## src/core/ipm_pkg.sv

```systemverilog
// Constants, types and mode decode for the IMU power-mode control block
package ipm_pkg;

	// ------------------------------------------------------------
	// Timing
	// ------------------------------------------------------------
	localparam int unsigned CLK_HZ = 20_000_000;
	localparam int unsigned BOOT_TIME_MS = 10;
	// Longest time, so rounding down is safe
	localparam int unsigned BOOT_CYC = BOOT_TIME_MS * (CLK_HZ / 1000);
	localparam int unsigned BASE_RATE_HZ = 6667;
	localparam int unsigned BASE_CYC = CLK_HZ / BASE_RATE_HZ;
	localparam int unsigned BASE_CNT_W = 12;
	localparam int unsigned DIV_W = 12;

	// ------------------------------------------------------------
	// Register offsets
	// ------------------------------------------------------------
	localparam logic [7:0] ADDR_ACCEL_RATE_CTRL = 8'h10;
	localparam logic [7:0] ADDR_GYRO_RATE_CTRL = 8'h11;
	localparam logic [7:0] ADDR_CONTROL_FOUR_REG = 8'h13;
	localparam logic [7:0] ADDR_MODE_CTRL_C = 8'h15;
	localparam logic [7:0] ADDR_GYRO_MODE_CTRL = 8'h16;
	localparam logic [7:0] ADDR_DATA_READY_STATUS = 8'h1e;
	localparam logic [7:0] ADDR_ACCEL_Z_OUT_LOW = 8'h2c;
	localparam logic [7:0] ADDR_ACCEL_Z_OUT_HIGH = 8'h2d;

	// ------------------------------------------------------------
	// Field positions and reset values
	// ------------------------------------------------------------
	localparam int unsigned RATE_SEL_LSB = 4;
	localparam int unsigned ACCEL_HP_DIS_BIT = 4;
	localparam int unsigned GYRO_HP_DIS_BIT = 7;
	localparam int unsigned GYRO_SLEEP_BIT = 6;
	localparam int unsigned ACCEL_DRDY_BIT = 0;
	localparam int unsigned GYRO_DRDY_BIT = 1;
	localparam logic [7:0] CTRL_RESET = 8'h00;

	// ------------------------------------------------------------
	// Rate codes
	// ------------------------------------------------------------
	localparam logic [3:0] RATE_PD = 4'h0;
	localparam logic [3:0] RATE_LP_LAST = 4'h5;
	localparam logic [3:0] RATE_HP_LAST = 4'ha;
	localparam logic [3:0] RATE_ACC_1HZ6 = 4'hb;

	// ------------------------------------------------------------
	// Types
	// ------------------------------------------------------------
	typedef enum logic [3:0] {
		PM_DOWN = 4'b0001,
		PM_LOW = 4'b0010,
		PM_HIGH = 4'b0100,
		PM_SLEEP = 4'b1000
	} ipm_mode_t;

	typedef enum logic [1:0] {
		BT_BOOT = 2'b01,
		BT_RUN = 2'b10
	} ipm_boot_t;

	typedef struct packed {
		logic wr;
		logic rd;
		logic [7:0] addr;
		logic [7:0] wdata;
	} ipm_reg_req_t;

	// Codes 0001..0101 obey hp_dis; 0110..1010 always high-performance
	function automatic ipm_mode_t mode_of(input logic [3:0] code,
		input logic hp_dis, input logic is_acc);
		ipm_mode_t m;
		m = PM_DOWN;
		if (code != RATE_PD && code <= RATE_LP_LAST) begin
			m = hp_dis ? PM_LOW : PM_HIGH;
		end else if (code > RATE_LP_LAST && code <= RATE_HP_LAST) begin
			m = PM_HIGH;
		end else if (is_acc && code == RATE_ACC_1HZ6 && hp_dis) begin
			m = PM_LOW;
		end
		return m;
	endfunction : mode_of

	// Divide-by-power-of-two of the base rate for each code
	function automatic logic [3:0] shift_of(input logic [3:0] code);
		logic [3:0] s;
		s = 4'hc;
		if (code != RATE_PD && code <= RATE_HP_LAST) begin
			s = RATE_HP_LAST - code;
		end
		return s;
	endfunction : shift_of

endpackage : ipm_pkg

```

## src/core/ipm_rate_gen.sv

```systemverilog
// Shared sample-rate timebase producing per-sensor sample ticks
`timescale 1ns/1ps
`default_nettype none
module ipm_rate_gen
	import ipm_pkg::*;
(
	input wire logic clk_sys_i,
	input wire logic reset_i,
	input wire logic [3:0] acc_code_i,
	input wire logic [3:0] gyr_code_i,
	input wire logic acc_en_i,
	input wire logic gyr_en_i,
	output logic acc_tick_o,
	output logic gyr_tick_o
);

	// ------------------------------------------------------------
	// Base divider
	// ------------------------------------------------------------
	logic [DIV_W-1:0] div_r;
	logic [BASE_CNT_W-1:0] base_cnt_r;
	logic [1:0] tick_r;
	wire logic base_stb = (div_r == DIV_W'(BASE_CYC - 1));
	wire logic [3:0] code [2];
	wire logic en [2];

	assign code[0] = acc_code_i;
	assign code[1] = gyr_code_i;
	assign en[0] = acc_en_i;
	assign en[1] = gyr_en_i;

	always_ff @(posedge clk_sys_i or posedge reset_i) begin
		if (reset_i) begin
			div_r <= '0;
			base_cnt_r <= '0;
		end else begin
			div_r <= base_stb ? '0 : div_r + 1'b1;
			if (base_stb) begin
				base_cnt_r <= base_cnt_r + 1'b1;
			end
		end
	end

	// ------------------------------------------------------------
	// Per-sensor ticks
	// ------------------------------------------------------------
	// common counter, rates nest
	// One counter feeds both, so ticks of the slower sensor always
	// coincide with ticks of the faster one.
	for (genvar i = 0; i < 2; i++) begin : g_ch
		wire logic [BASE_CNT_W-1:0] mask =
			BASE_CNT_W'((13'h1 << shift_of(code[i])) - 13'h1);
		wire logic hit = base_stb && en[i] && ((base_cnt_r & mask) == '0);
		always_ff @(posedge clk_sys_i or posedge reset_i) begin
			if (reset_i) begin
				tick_r[i] <= 1'b0;
			end else begin
				tick_r[i] <= hit;
			end
		end
	end

	assign acc_tick_o = tick_r[0];
	assign gyr_tick_o = tick_r[1];

endmodule : ipm_rate_gen
`default_nettype wire

```

## src/core/ipm_power_ctrl.sv

```systemverilog
// IMU power-mode, rate selection and data-ready control
// Contract
// Boot loads trimming, at most 10 ms
// After boot both sensors power down
// Sensors configured independently, three power modes
// Any combination of the two rates allowed
// Accel-only, gyro-only or both active supported
// Gyro sleep state saves power
// Both running: accel synchronised to gyro
// Accel rate and hp_disable select accel mode
// Accel code table for power modes
// Accel 1011 is 1.6 Hz low-power only
// Gyro rate and hp_disable select gyro mode
// Gyro code table for power modes
// Host disables hp, writes 50h, reads 2Dh
// Host waits one sample, re-enables, writes rate
// Reading accel Z high clears accel ready
// Power-down keeps config, holds output data
// Sleep bit puts running gyro to sleep
// High-performance: always on, data and ready
`timescale 1ns/1ps
`default_nettype none
module ipm_power_ctrl
	import ipm_pkg::*;
#(
	parameter int unsigned BOOT_CYCLES = BOOT_CYC
) (
	input wire logic clk_sys_i,
	input wire logic reset_i,
	input wire ipm_reg_req_t reg_req_i,
	input wire logic [15:0] accel_z_sample_i,
	output logic [7:0] reg_rdata_o,
	output logic boot_busy_o,
	output logic trim_load_o,
	output ipm_mode_t accel_mode_o,
	output ipm_mode_t gyro_mode_o,
	output logic accel_on_o,
	output logic gyro_drive_on_o,
	output logic accel_sample_o,
	output logic gyro_sample_o,
	output logic accel_drdy_o,
	output logic gyro_drdy_o
);

	// ------------------------------------------------------------
	// Boot sequencer
	// ------------------------------------------------------------
	ipm_boot_t boot_r;
	ipm_boot_t boot_nxt;
	logic [17:0] boot_cnt_r;
	wire logic boot_end = (boot_cnt_r == 18'(BOOT_CYCLES - 1));

	// bounded boot count
	always_comb begin
		case (boot_r)
			BT_BOOT: boot_nxt = boot_end ? BT_RUN : BT_BOOT;
			BT_RUN: boot_nxt = BT_RUN;
			default: boot_nxt = BT_BOOT;
		endcase
	end

	always_ff @(posedge clk_sys_i or posedge reset_i) begin
		if (reset_i) begin
			boot_r <= BT_BOOT;
			boot_cnt_r <= '0;
		end else begin
			boot_r <= boot_nxt;
			if (boot_r == BT_BOOT) begin
				boot_cnt_r <= boot_cnt_r + 1'b1;
			end
		end
	end

	wire logic running = (boot_r == BT_RUN);

	// ------------------------------------------------------------
	// Register decode
	// ------------------------------------------------------------
	// Accesses during boot are ignored; the interface stays quiet
	wire logic wr_ok = reg_req_i.wr && running;
	wire logic rd_ok = reg_req_i.rd && running;
	wire logic wr_acc_rate = wr_ok && reg_req_i.addr == ADDR_ACCEL_RATE_CTRL;
	wire logic wr_gyr_rate = wr_ok && reg_req_i.addr == ADDR_GYRO_RATE_CTRL;
	wire logic wr_ctrl4 = wr_ok && reg_req_i.addr == ADDR_CONTROL_FOUR_REG;
	wire logic wr_ctrl6 = wr_ok && reg_req_i.addr == ADDR_MODE_CTRL_C;
	wire logic wr_ctrl7 = wr_ok && reg_req_i.addr == ADDR_GYRO_MODE_CTRL;
	wire logic rd_z_high = rd_ok && reg_req_i.addr == ADDR_ACCEL_Z_OUT_HIGH;
	wire logic rd_status = rd_ok && reg_req_i.addr == ADDR_DATA_READY_STATUS;

	logic [7:0] acc_rate_r;
	logic [7:0] gyr_rate_r;
	logic [7:0] ctrl4_r;
	logic [7:0] ctrl6_r;
	logic [7:0] ctrl7_r;
	logic [15:0] acc_z_r;
	logic acc_drdy_r;
	logic gyr_drdy_r;

	// reset values mean power-down
	// separate registers per sensor
	// config kept in every mode
	always_ff @(posedge clk_sys_i or posedge reset_i) begin
		if (reset_i) begin
			acc_rate_r <= CTRL_RESET;
			gyr_rate_r <= CTRL_RESET;
			ctrl4_r <= CTRL_RESET;
			ctrl6_r <= CTRL_RESET;
			ctrl7_r <= CTRL_RESET;
		end else begin
			if (wr_acc_rate) acc_rate_r <= reg_req_i.wdata;
			if (wr_gyr_rate) gyr_rate_r <= reg_req_i.wdata;
			if (wr_ctrl4) ctrl4_r <= reg_req_i.wdata;
			if (wr_ctrl6) ctrl6_r <= reg_req_i.wdata;
			if (wr_ctrl7) ctrl7_r <= reg_req_i.wdata;
		end
	end

	// ------------------------------------------------------------
	// Mode decode
	// ------------------------------------------------------------
	wire logic [3:0] acc_code = acc_rate_r[RATE_SEL_LSB +: 4];
	wire logic [3:0] gyr_code = gyr_rate_r[RATE_SEL_LSB +: 4];
	// accel rate with hp disable
	// accel table decode
	// 1011 only with hp disabled
	wire ipm_mode_t acc_mode =
		mode_of(acc_code, ctrl6_r[ACCEL_HP_DIS_BIT], 1'b1);
	// gyro rate with hp disable
	// gyro table decode
	wire ipm_mode_t gyr_run_mode =
		mode_of(gyr_code, ctrl7_r[GYRO_HP_DIS_BIT], 1'b0);
	// sleep state for gyro
	// sleep overrides any gyro rate except a power-down code
	wire ipm_mode_t gyr_mode =
		(gyr_run_mode != PM_DOWN && ctrl4_r[GYRO_SLEEP_BIT]) ?
		PM_SLEEP : gyr_run_mode;
	// each sensor runs on its own
	wire logic acc_run = running && acc_mode != PM_DOWN;
	wire logic gyr_run = running && (gyr_mode == PM_LOW ||
		gyr_mode == PM_HIGH);

	// ------------------------------------------------------------
	// Sample timing
	// ------------------------------------------------------------
	logic acc_tick;
	logic gyr_tick;

	// independent codes, shared timebase
	// ticks nest when both run
	ipm_rate_gen u_rate (
		.clk_sys_i(clk_sys_i),
		.reset_i(reset_i),
		.acc_code_i(acc_code),
		.gyr_code_i(gyr_code),
		.acc_en_i(acc_run),
		.gyr_en_i(gyr_run),
		.acc_tick_o(acc_tick),
		.gyr_tick_o(gyr_tick)
	);

	// ------------------------------------------------------------
	// Output data and ready flags
	// ------------------------------------------------------------
	// data held while powered down
	always_ff @(posedge clk_sys_i or posedge reset_i) begin
		if (reset_i) begin
			acc_z_r <= '0;
		end else if (acc_tick) begin
			acc_z_r <= accel_z_sample_i;
		end
	end

	// Z high read clears ready
	// A new sample in the clearing cycle wins, so none is lost.
	// flag returns on next sample
	always_ff @(posedge clk_sys_i or posedge reset_i) begin
		if (reset_i) begin
			acc_drdy_r <= 1'b0;
			gyr_drdy_r <= 1'b0;
		end else begin
			acc_drdy_r <= acc_tick | (acc_drdy_r & ~rd_z_high);
			gyr_drdy_r <= gyr_tick | (gyr_drdy_r & ~rd_status);
		end
	end

	// ------------------------------------------------------------
	// Read path
	// ------------------------------------------------------------
	logic [7:0] rd_mux;
	always_comb begin
		rd_mux = 8'h00;
		case (reg_req_i.addr)
			ADDR_ACCEL_RATE_CTRL: rd_mux = acc_rate_r;
			ADDR_GYRO_RATE_CTRL: rd_mux = gyr_rate_r;
			ADDR_CONTROL_FOUR_REG: rd_mux = ctrl4_r;
			ADDR_MODE_CTRL_C: rd_mux = ctrl6_r;
			ADDR_GYRO_MODE_CTRL: rd_mux = ctrl7_r;
			ADDR_DATA_READY_STATUS: begin
				rd_mux[ACCEL_DRDY_BIT] = acc_drdy_r;
				rd_mux[GYRO_DRDY_BIT] = gyr_drdy_r;
			end
			ADDR_ACCEL_Z_OUT_LOW: rd_mux = acc_z_r[7:0];
			ADDR_ACCEL_Z_OUT_HIGH: rd_mux = acc_z_r[15:8];
			default: rd_mux = 8'h00;
		endcase
	end

	// ------------------------------------------------------------
	// Registered outputs
	// ------------------------------------------------------------
	always_ff @(posedge clk_sys_i or posedge reset_i) begin
		if (reset_i) begin
			reg_rdata_o <= 8'h00;
			boot_busy_o <= 1'b1;
			trim_load_o <= 1'b0;
			accel_mode_o <= PM_DOWN;
			gyro_mode_o <= PM_DOWN;
			accel_on_o <= 1'b0;
			gyro_drive_on_o <= 1'b0;
			accel_sample_o <= 1'b0;
			gyro_sample_o <= 1'b0;
		end else begin
			if (rd_ok) reg_rdata_o <= rd_mux;
			boot_busy_o <= !running;
			// trim load during boot
			trim_load_o <= !running;
			// modes read power-down until boot ends
			accel_mode_o <= running ? acc_mode : PM_DOWN;
			gyro_mode_o <= running ? gyr_mode : PM_DOWN;
			// high-performance keeps chain on
			// Low-power chain only wakes for a sample to save current.
			accel_on_o <= acc_run && (acc_mode == PM_HIGH || acc_tick);
			gyro_drive_on_o <= running && gyr_mode != PM_DOWN;
			accel_sample_o <= acc_tick;
			gyro_sample_o <= gyr_tick;
		end
	end

	// ready flags drive interrupt lines
	assign accel_drdy_o = acc_drdy_r;
	assign gyro_drdy_o = gyr_drdy_r;

endmodule : ipm_power_ctrl
`default_nettype wire

```

## config.mk

```make
export PLATFORM = sky130hd
export DESIGN_NAME = ipm_power_ctrl
export DESIGN_NICKNAME = d
export VERILOG_FILES = /design/src/core/ipm_pkg.sv /design/src/core/ipm_rate_gen.sv /design/src/core/ipm_power_ctrl.sv
export SDC_FILE = /design/constraint.sdc
export NUM_CORES = 1
export LEC_CHECK = 0
export ABC_AREA = 0
export BUFFER_PORTS_ARGS = -buffer_cell sky130_fd_sc_hd__buf_2
export CORE_UTILIZATION = 25
export DETAILED_ROUTE_END_ITERATION = 6
export HOLD_SLACK_MARGIN = 0.12
export SLEW_MARGIN = 30
export SYNTH_ARGS = -nofsm -noshare
export SYNTH_HDL_FRONTEND = slang
export SYNTH_SLANG_ARGS = --single-unit
```

## constraint.sdc

```tcl
create_clock -name clk_sys_i -period 5.1 [get_ports clk_sys_i]
set_clock_uncertainty 0.15 [all_clocks]
set_input_delay 0.51 -clock clk_sys_i [delete_from_list [all_inputs] [get_ports clk_sys_i]]
set_output_delay 0.51 -clock clk_sys_i [all_outputs]
set_load 0.01 [all_outputs]
```

; Word-level counts from Yosys, hierarchy flattened
; Cells that the tools add are included.
[word_totals]
reg_bits = 126
in_bits = 36
word_cells = 114
[op_classes]
addsub = 7
n_lt_le_gt_ge = 6
eq_ne = 19
n_shift = 2
n_mux = 17
bitwise = 8
reduce_logical = 32
[ops]
columns = operator, count
row1 = $eq A8 B5 Y1 const B, 6
row2 = $pmux W6 S7, 1
row3 = $logic_and A1 B1 Y1, 25
row4 = $add A12 B1 Y12 const B, 2
row5 = $and A12 B12 Y12, 2
row6 = $logic_not A12 Y1, 2
row7 = $shl A1 B4 Y12 const A, 2
row8 = $sub A12 B1 Y12 const B, 2
row9 = $mux W4, 5
row10 = $add A18 B1 Y18 const B, 1
row11 = $eq A18 B18 Y1 const B, 1
row12 = $mux W3, 6
row13 = $eq A8 B6 Y1 const B, 2
row14 = $pmux W2 S8, 1
row15 = $eq A12 B12 Y1 const B, 1
row16 = $mux W12, 1
row17 = $ne A4 B1 Y1 const B, 3
row18 = $eq A4 B3 Y1 const B, 2
row19 = $gt A4 B3 Y1 const B, 2
row20 = $le A4 B3 Y1 const B, 2
row21 = $le A4 B4 Y1 const B, 2
row22 = $reduce_bool A4 Y1, 2
row23 = $sub A4 B4 Y4 const A, 2
row24 = $eq A4 B2 Y1 const B, 1
row25 = other kinds (10), 15

; Depth between registers and ports, before layout
[depth]
word_depth = 12
depth_mapped = 15
mapped_depth_nobuf = 13

; Modules after synthesis
; From an unflattened synthesis, not the netlist that was laid out.
[unflattened]
cells_unflattened = 641
area_unflattened_um2 = 6856.6
[modules_own_cells]
columns = module, instances, cells_per_inst, area_each_um2
row1 = ipm_power_ctrl, 1, 386, 4652.0
row2 = ipm_rate_gen, 1, 255, 2204.6

; Worst setup path after synthesis
; No wires, ideal clock.
[synth_path]
path_kind = reg2reg
from = register acc_rate_r[4]
to = register u_rate.tick_r[0] (netlist: u_rate.acc_tick_o)
t_arrival_ps = 2904
t_required_ps = 4849
path_slack_ps = 1945
stages_incl_launch_ff = 14
n_path_buf = 1
synth_period_minus_slack_ps = 3155
path_cell_list = dfrtp_1 > clkbuf_1 > inv_1 > ha_1 > nand2b_1 > a311oi_1 > nor2_1 > nand2_1 > ha_1 > nor2_1 > a31oi_1 > o22ai_1 > a32o_1 > nor4_1
[synth_between]
elab_chain_len = 9
[synth_lines]
columns = element, line
row1 = from (decl), ipm_power_ctrl.sv:90  ; logic [7:0] acc_rate_r;
row2 = from (signal assigned), ipm_power_ctrl.sv:110  ; if (wr_acc_rate) acc_rate_r <= reg_req_i.wdata;
row3 = "parallel branches: the longest is 8 deep, another holds $sub A12 B1 Y12", --
row4 = $logic_and A1 B1 Y1 (*), ipm_rate_gen.sv:53  ; wire logic hit = base_stb && en[i] && ((base_cnt_r & mask) == '0);
row5 = net u_rate.g_ch[0].hit, ipm_rate_gen.sv:53
row6 = "to (signal, indexed assignment)", ipm_rate_gen.sv:58  ; tick_r[i] <= hit;
row7 = to (decl), ipm_rate_gen.sv:22  ; logic [1:0] tick_r;
; Mark *: on every way through the listed nets, which the timed path passes.
; A chain may end at the register's enable or synchronous reset.

; Worst setup path in the final report
[layout_path]
from = register gyr_rate_r[4]
to = register u_rate.tick_r[1] (netlist: u_rate.gyr_tick_o)
[layout_between]
elab_chain_len = 12
[layout_lines]
columns = element, line
row1 = from (decl), ipm_power_ctrl.sv:91  ; logic [7:0] gyr_rate_r;
row2 = from (signal assigned), ipm_power_ctrl.sv:111  ; if (wr_gyr_rate) gyr_rate_r <= reg_req_i.wdata;
row3 = "parallel branches: the longest is 11 deep, another holds $sub A12 B1 Y12", --
row4 = $logic_and A1 B1 Y1 (*), ipm_rate_gen.sv:53
row5 = net u_rate.g_ch[1].hit, ipm_rate_gen.sv:53
; Marks and branches as above.

==> summary.txt <==
Detailed routing
  • Final Routed Wirelength: 15610 microns
  • First drt pass iteration count: 5
  • Drt first-iter violations: 422
  • Final ANT Viol Nets: 0
  • Via Count: 4951
  • DRC Markers: 0
  • Wirelength per Cell: 15.10 microns
  • Via density: 4.788

Synth
  • Top post-synthesis cells by area: dfrtp_1 46%, mux2_2 8.9%, xnor2_1 4.3%
  • Syn_area_per_cell: 10.31 sq um
  • Mapped Cells: 635
  • Syn nets: 688
  • Ys flop type: dfrtp_1
  • Synth top cells by count: 121 x dfrtp_1, 57 x nand2_1, 52 x mux2_2
  • Yosys top cell area share: 0.4624
  • Netlist Area Pre-Place: 6549 sq um
  • Synth cell types: 67
  • Sequential element share of the synthesized area: 0.4784
  • Synth area leader: dfrtp_1
  • Asr flop ratio synth: 1.000
  • Most frequent cell after synthesis: dfrtp_1
  • Synth warnings: 0
  • EDFF count, synth: 0
  • #FFs+latches synth: 125

Timing
  • Crit share post-route: 0.7464
  • Slew @ Worst Pin: 0.9244 ns
  • RSZ-0062 raised after global routing: false
  • Post-route setup TNS: 0 ns
  • Final hold violations: 0
  • Pins over their slew limit: 0
  • Final setup viols: 0
  • FMAX: 0.2627 GHz
  • Slew margin rel.: 0.3814
  • Final min period: 3.807 ns

Floorplan
  • Starting density of the core: 0.2571
  • Die width: 163.9 microns
  • Core Rows: 58
  • Core ar.: 25470 sq um
  • IO Pins: 60
  • Total die area: 26850 sq um
  • Die Height: 163.9 microns

Placed design
  • Area after DPL: 7164 sq um
  • Placer Congestion: 0.8469
  • Dpl cells: 1001
  • DP Wirelength: 10920 microns
  • I/O Buffers: 58

Cells and area
  • Final Cell Area: 7812 sq um
  • Finished Layout Cells: 1034
  • Share of cells above drive strength 1: 0.2259
  • Synth-to-Final Area Change: 19.30%
  • # diodes: 0
  • Fillcell total: 2605
  • Final core occ: 0.3067
  • NumNets Final: 744

Global route
  • Initial antenna violation count: 0
  • Total grt overflow: 0
  • Largest net degree at the start of global routing: 51
  • First-pass GRT wire length: 25720 microns
  • GRT Total Usage: 0.1244
  • Vias in the first global route: 4785

Critical path
  • Critical path class: flip-flop to flip-flop
  • Critical Path End Type: flip-flop
  • CP startpoint kind: flip-flop
  • Worst Path Required: 5.31 ns
  • CP Max Fanout: 18
  • Worst EP arrival: 4.01 ns

Clocking
  • Hold buffer count at cts: 1
  • CTS Sinks: 125
  • CTS tree: built
  • Root buffer cell: clkbuf_16
  • Clock Tree Buf Depth: 2
  • Post-CTS Resized: 0
  • Cts bufs inserted: 17
  • Worst-path clk slew: 0.06 ns
  • CTS H-tree depth: 4
  • Worst-Skew Late Latency: 0.42 ns
  • Post-CTS setup buffers: 0

Power and ir drop
  • Worst VDD drop: 171.7 uV
  • Leak pwr: 3.586 nW
  • Pwr dens: 301.9 nW/um^2

Outcome
  • Status: finished clean

Hold path
  • Hold Crit Class: input pin to flip-flop

Flow run
  • Max_cap viols: 0
-- final cells by class --
cell class / count / area [sq um] / area share
Multi-Input combinational cell: 449 / 3171 / 0.4058
Sequential cell: 125 / 3133 / 0.4010
Clock buffer: 17 / 425.4 / 0.05445
Tap cell: 330 / 412.9 / 0.05285
Timing Repair Buffer: 62 / 322.8 / 0.04132
Clock inverter: 15 / 210.2 / 0.02691
Inverter: 36 / 137.6 / 0.01762
-- report_power, final --
group	switching (mW)	internal, mW	total, mW
registers	0	0.992	0.992
clock network	0.484	0.827	1.31
logic	0.0399	0.0157	0.0555
-- path summary, 6_finish.rpt --
kind | startpoint | to | slack [ns] | cells after the start
worst max register to register | gyr_rate_r[4] | u_rate.gyr_tick_o | 1.29 | 12
min in group asynchronous | reset_i | accel_on_o | 0.52 | 3
worst max-delay path | gyr_rate_r[4] | u_rate.gyr_tick_o | 1.29 | 12
worst min-delay path | accel_z_sample_i[4] | acc_z_r[4] | 0.17 | 2
worst min register to register | boot_cnt_r[17] | boot_cnt_r[17] | 0.32 | 1
max in group asynchronous | reset_i | trim_load_o | 3.24 | 4
-- flip-flops by register name, indices dropped and copies added (netlist names), 4 cells and up --
signal / cells
ctrl4_r: 8
acc_z_r: 16
acc_rate_r: 8
ctrl7_r: 8
reg_rdata_o: 8
boot_cnt_r: 18
gyro_mode_o: 4
u_rate.base_cnt_r: 12
gyr_rate_r: 8
ctrl6_r: 8
u_rate.div_r: 12
-- cells by family after synthesis --
group	Yosys count	share of synthesized area
multiplexers	60	0.1016
AND/OR/NAND/NOR	210	0.1637
buffers and inverters	61	0.03783
AO/OA/AOI/OAI	114	0.1225
XOR/XNOR	47	0.06286
flip-flops	125	0.4784
adder cells (fa/ha/maj)	17	0.03248
other	1	0.0005726
-- through the flow --
step	setup slack [ns]	hold WS, ns	power (mW)
floorplan	1.119	0.2019	1.037
global placement	1.419	0.3191	1.067
detailed placement	1.366	0.3145	1.067
CTS	1.346	0.1575	2.387
global route	1.103	0.1557	2.447
finish	1.293	0.1663	2.359
-- worst max-delay path: stages, from the launching register on --
cell	delay, ns
dfrtp_1	0.58
ha_1	0.45
nor2b_1	0.21
or3b_2	0.53
nand2_1	0.19
nand4_1	0.17
ha_1	0.33
inv_1	0.04
a211oi_1	0.22
o2111a_1	0.22
nand3_1	0.07
a2111oi_0	0.33
and4b_1	0.24
-- cell usage in the layout (no fill, tap or decap), drive strengths merged, types with 5 or more instances in the layout --
cell | netlist | layout
a211oi | 5 | 5
a21oi | 12 | 12
a22o | 9 | 9
a22oi | 6 | 6
and2 | 5 | 5
and3 | 12 | 12
buf | 9 | 61
clkbuf | 16 | 17
clkinv | 0 | 5
dfrtp | 121 | 121
ha | 17 | 17
inv | 36 | 41
mux2 | 52 | 52
mux2i | 8 | 8
nand2 | 57 | 57
nand2b | 7 | 7
nand3 | 32 | 32
nand4 | 11 | 11
nand4b | 5 | 5
nor2 | 44 | 44
nor2b | 10 | 10
nor3 | 5 | 5
nor4 | 7 | 7
o21ai | 32 | 32
o221ai | 6 | 6
xnor2 | 32 | 32
xor2 | 15 | 15
-- metal layers --
metal / vias to the layer above / GRT usage / routed length [microns]
met2: 146 / 0.1884 / 6915
met1: 2402 / 0.1713 / 7592
met3: 17 / 0.03485 / 898
li1: 2386 / - / -
met5: - / 0 / 0
met4: 0 / 0.03746 / 208
Power figures use the tool's default switching activity.
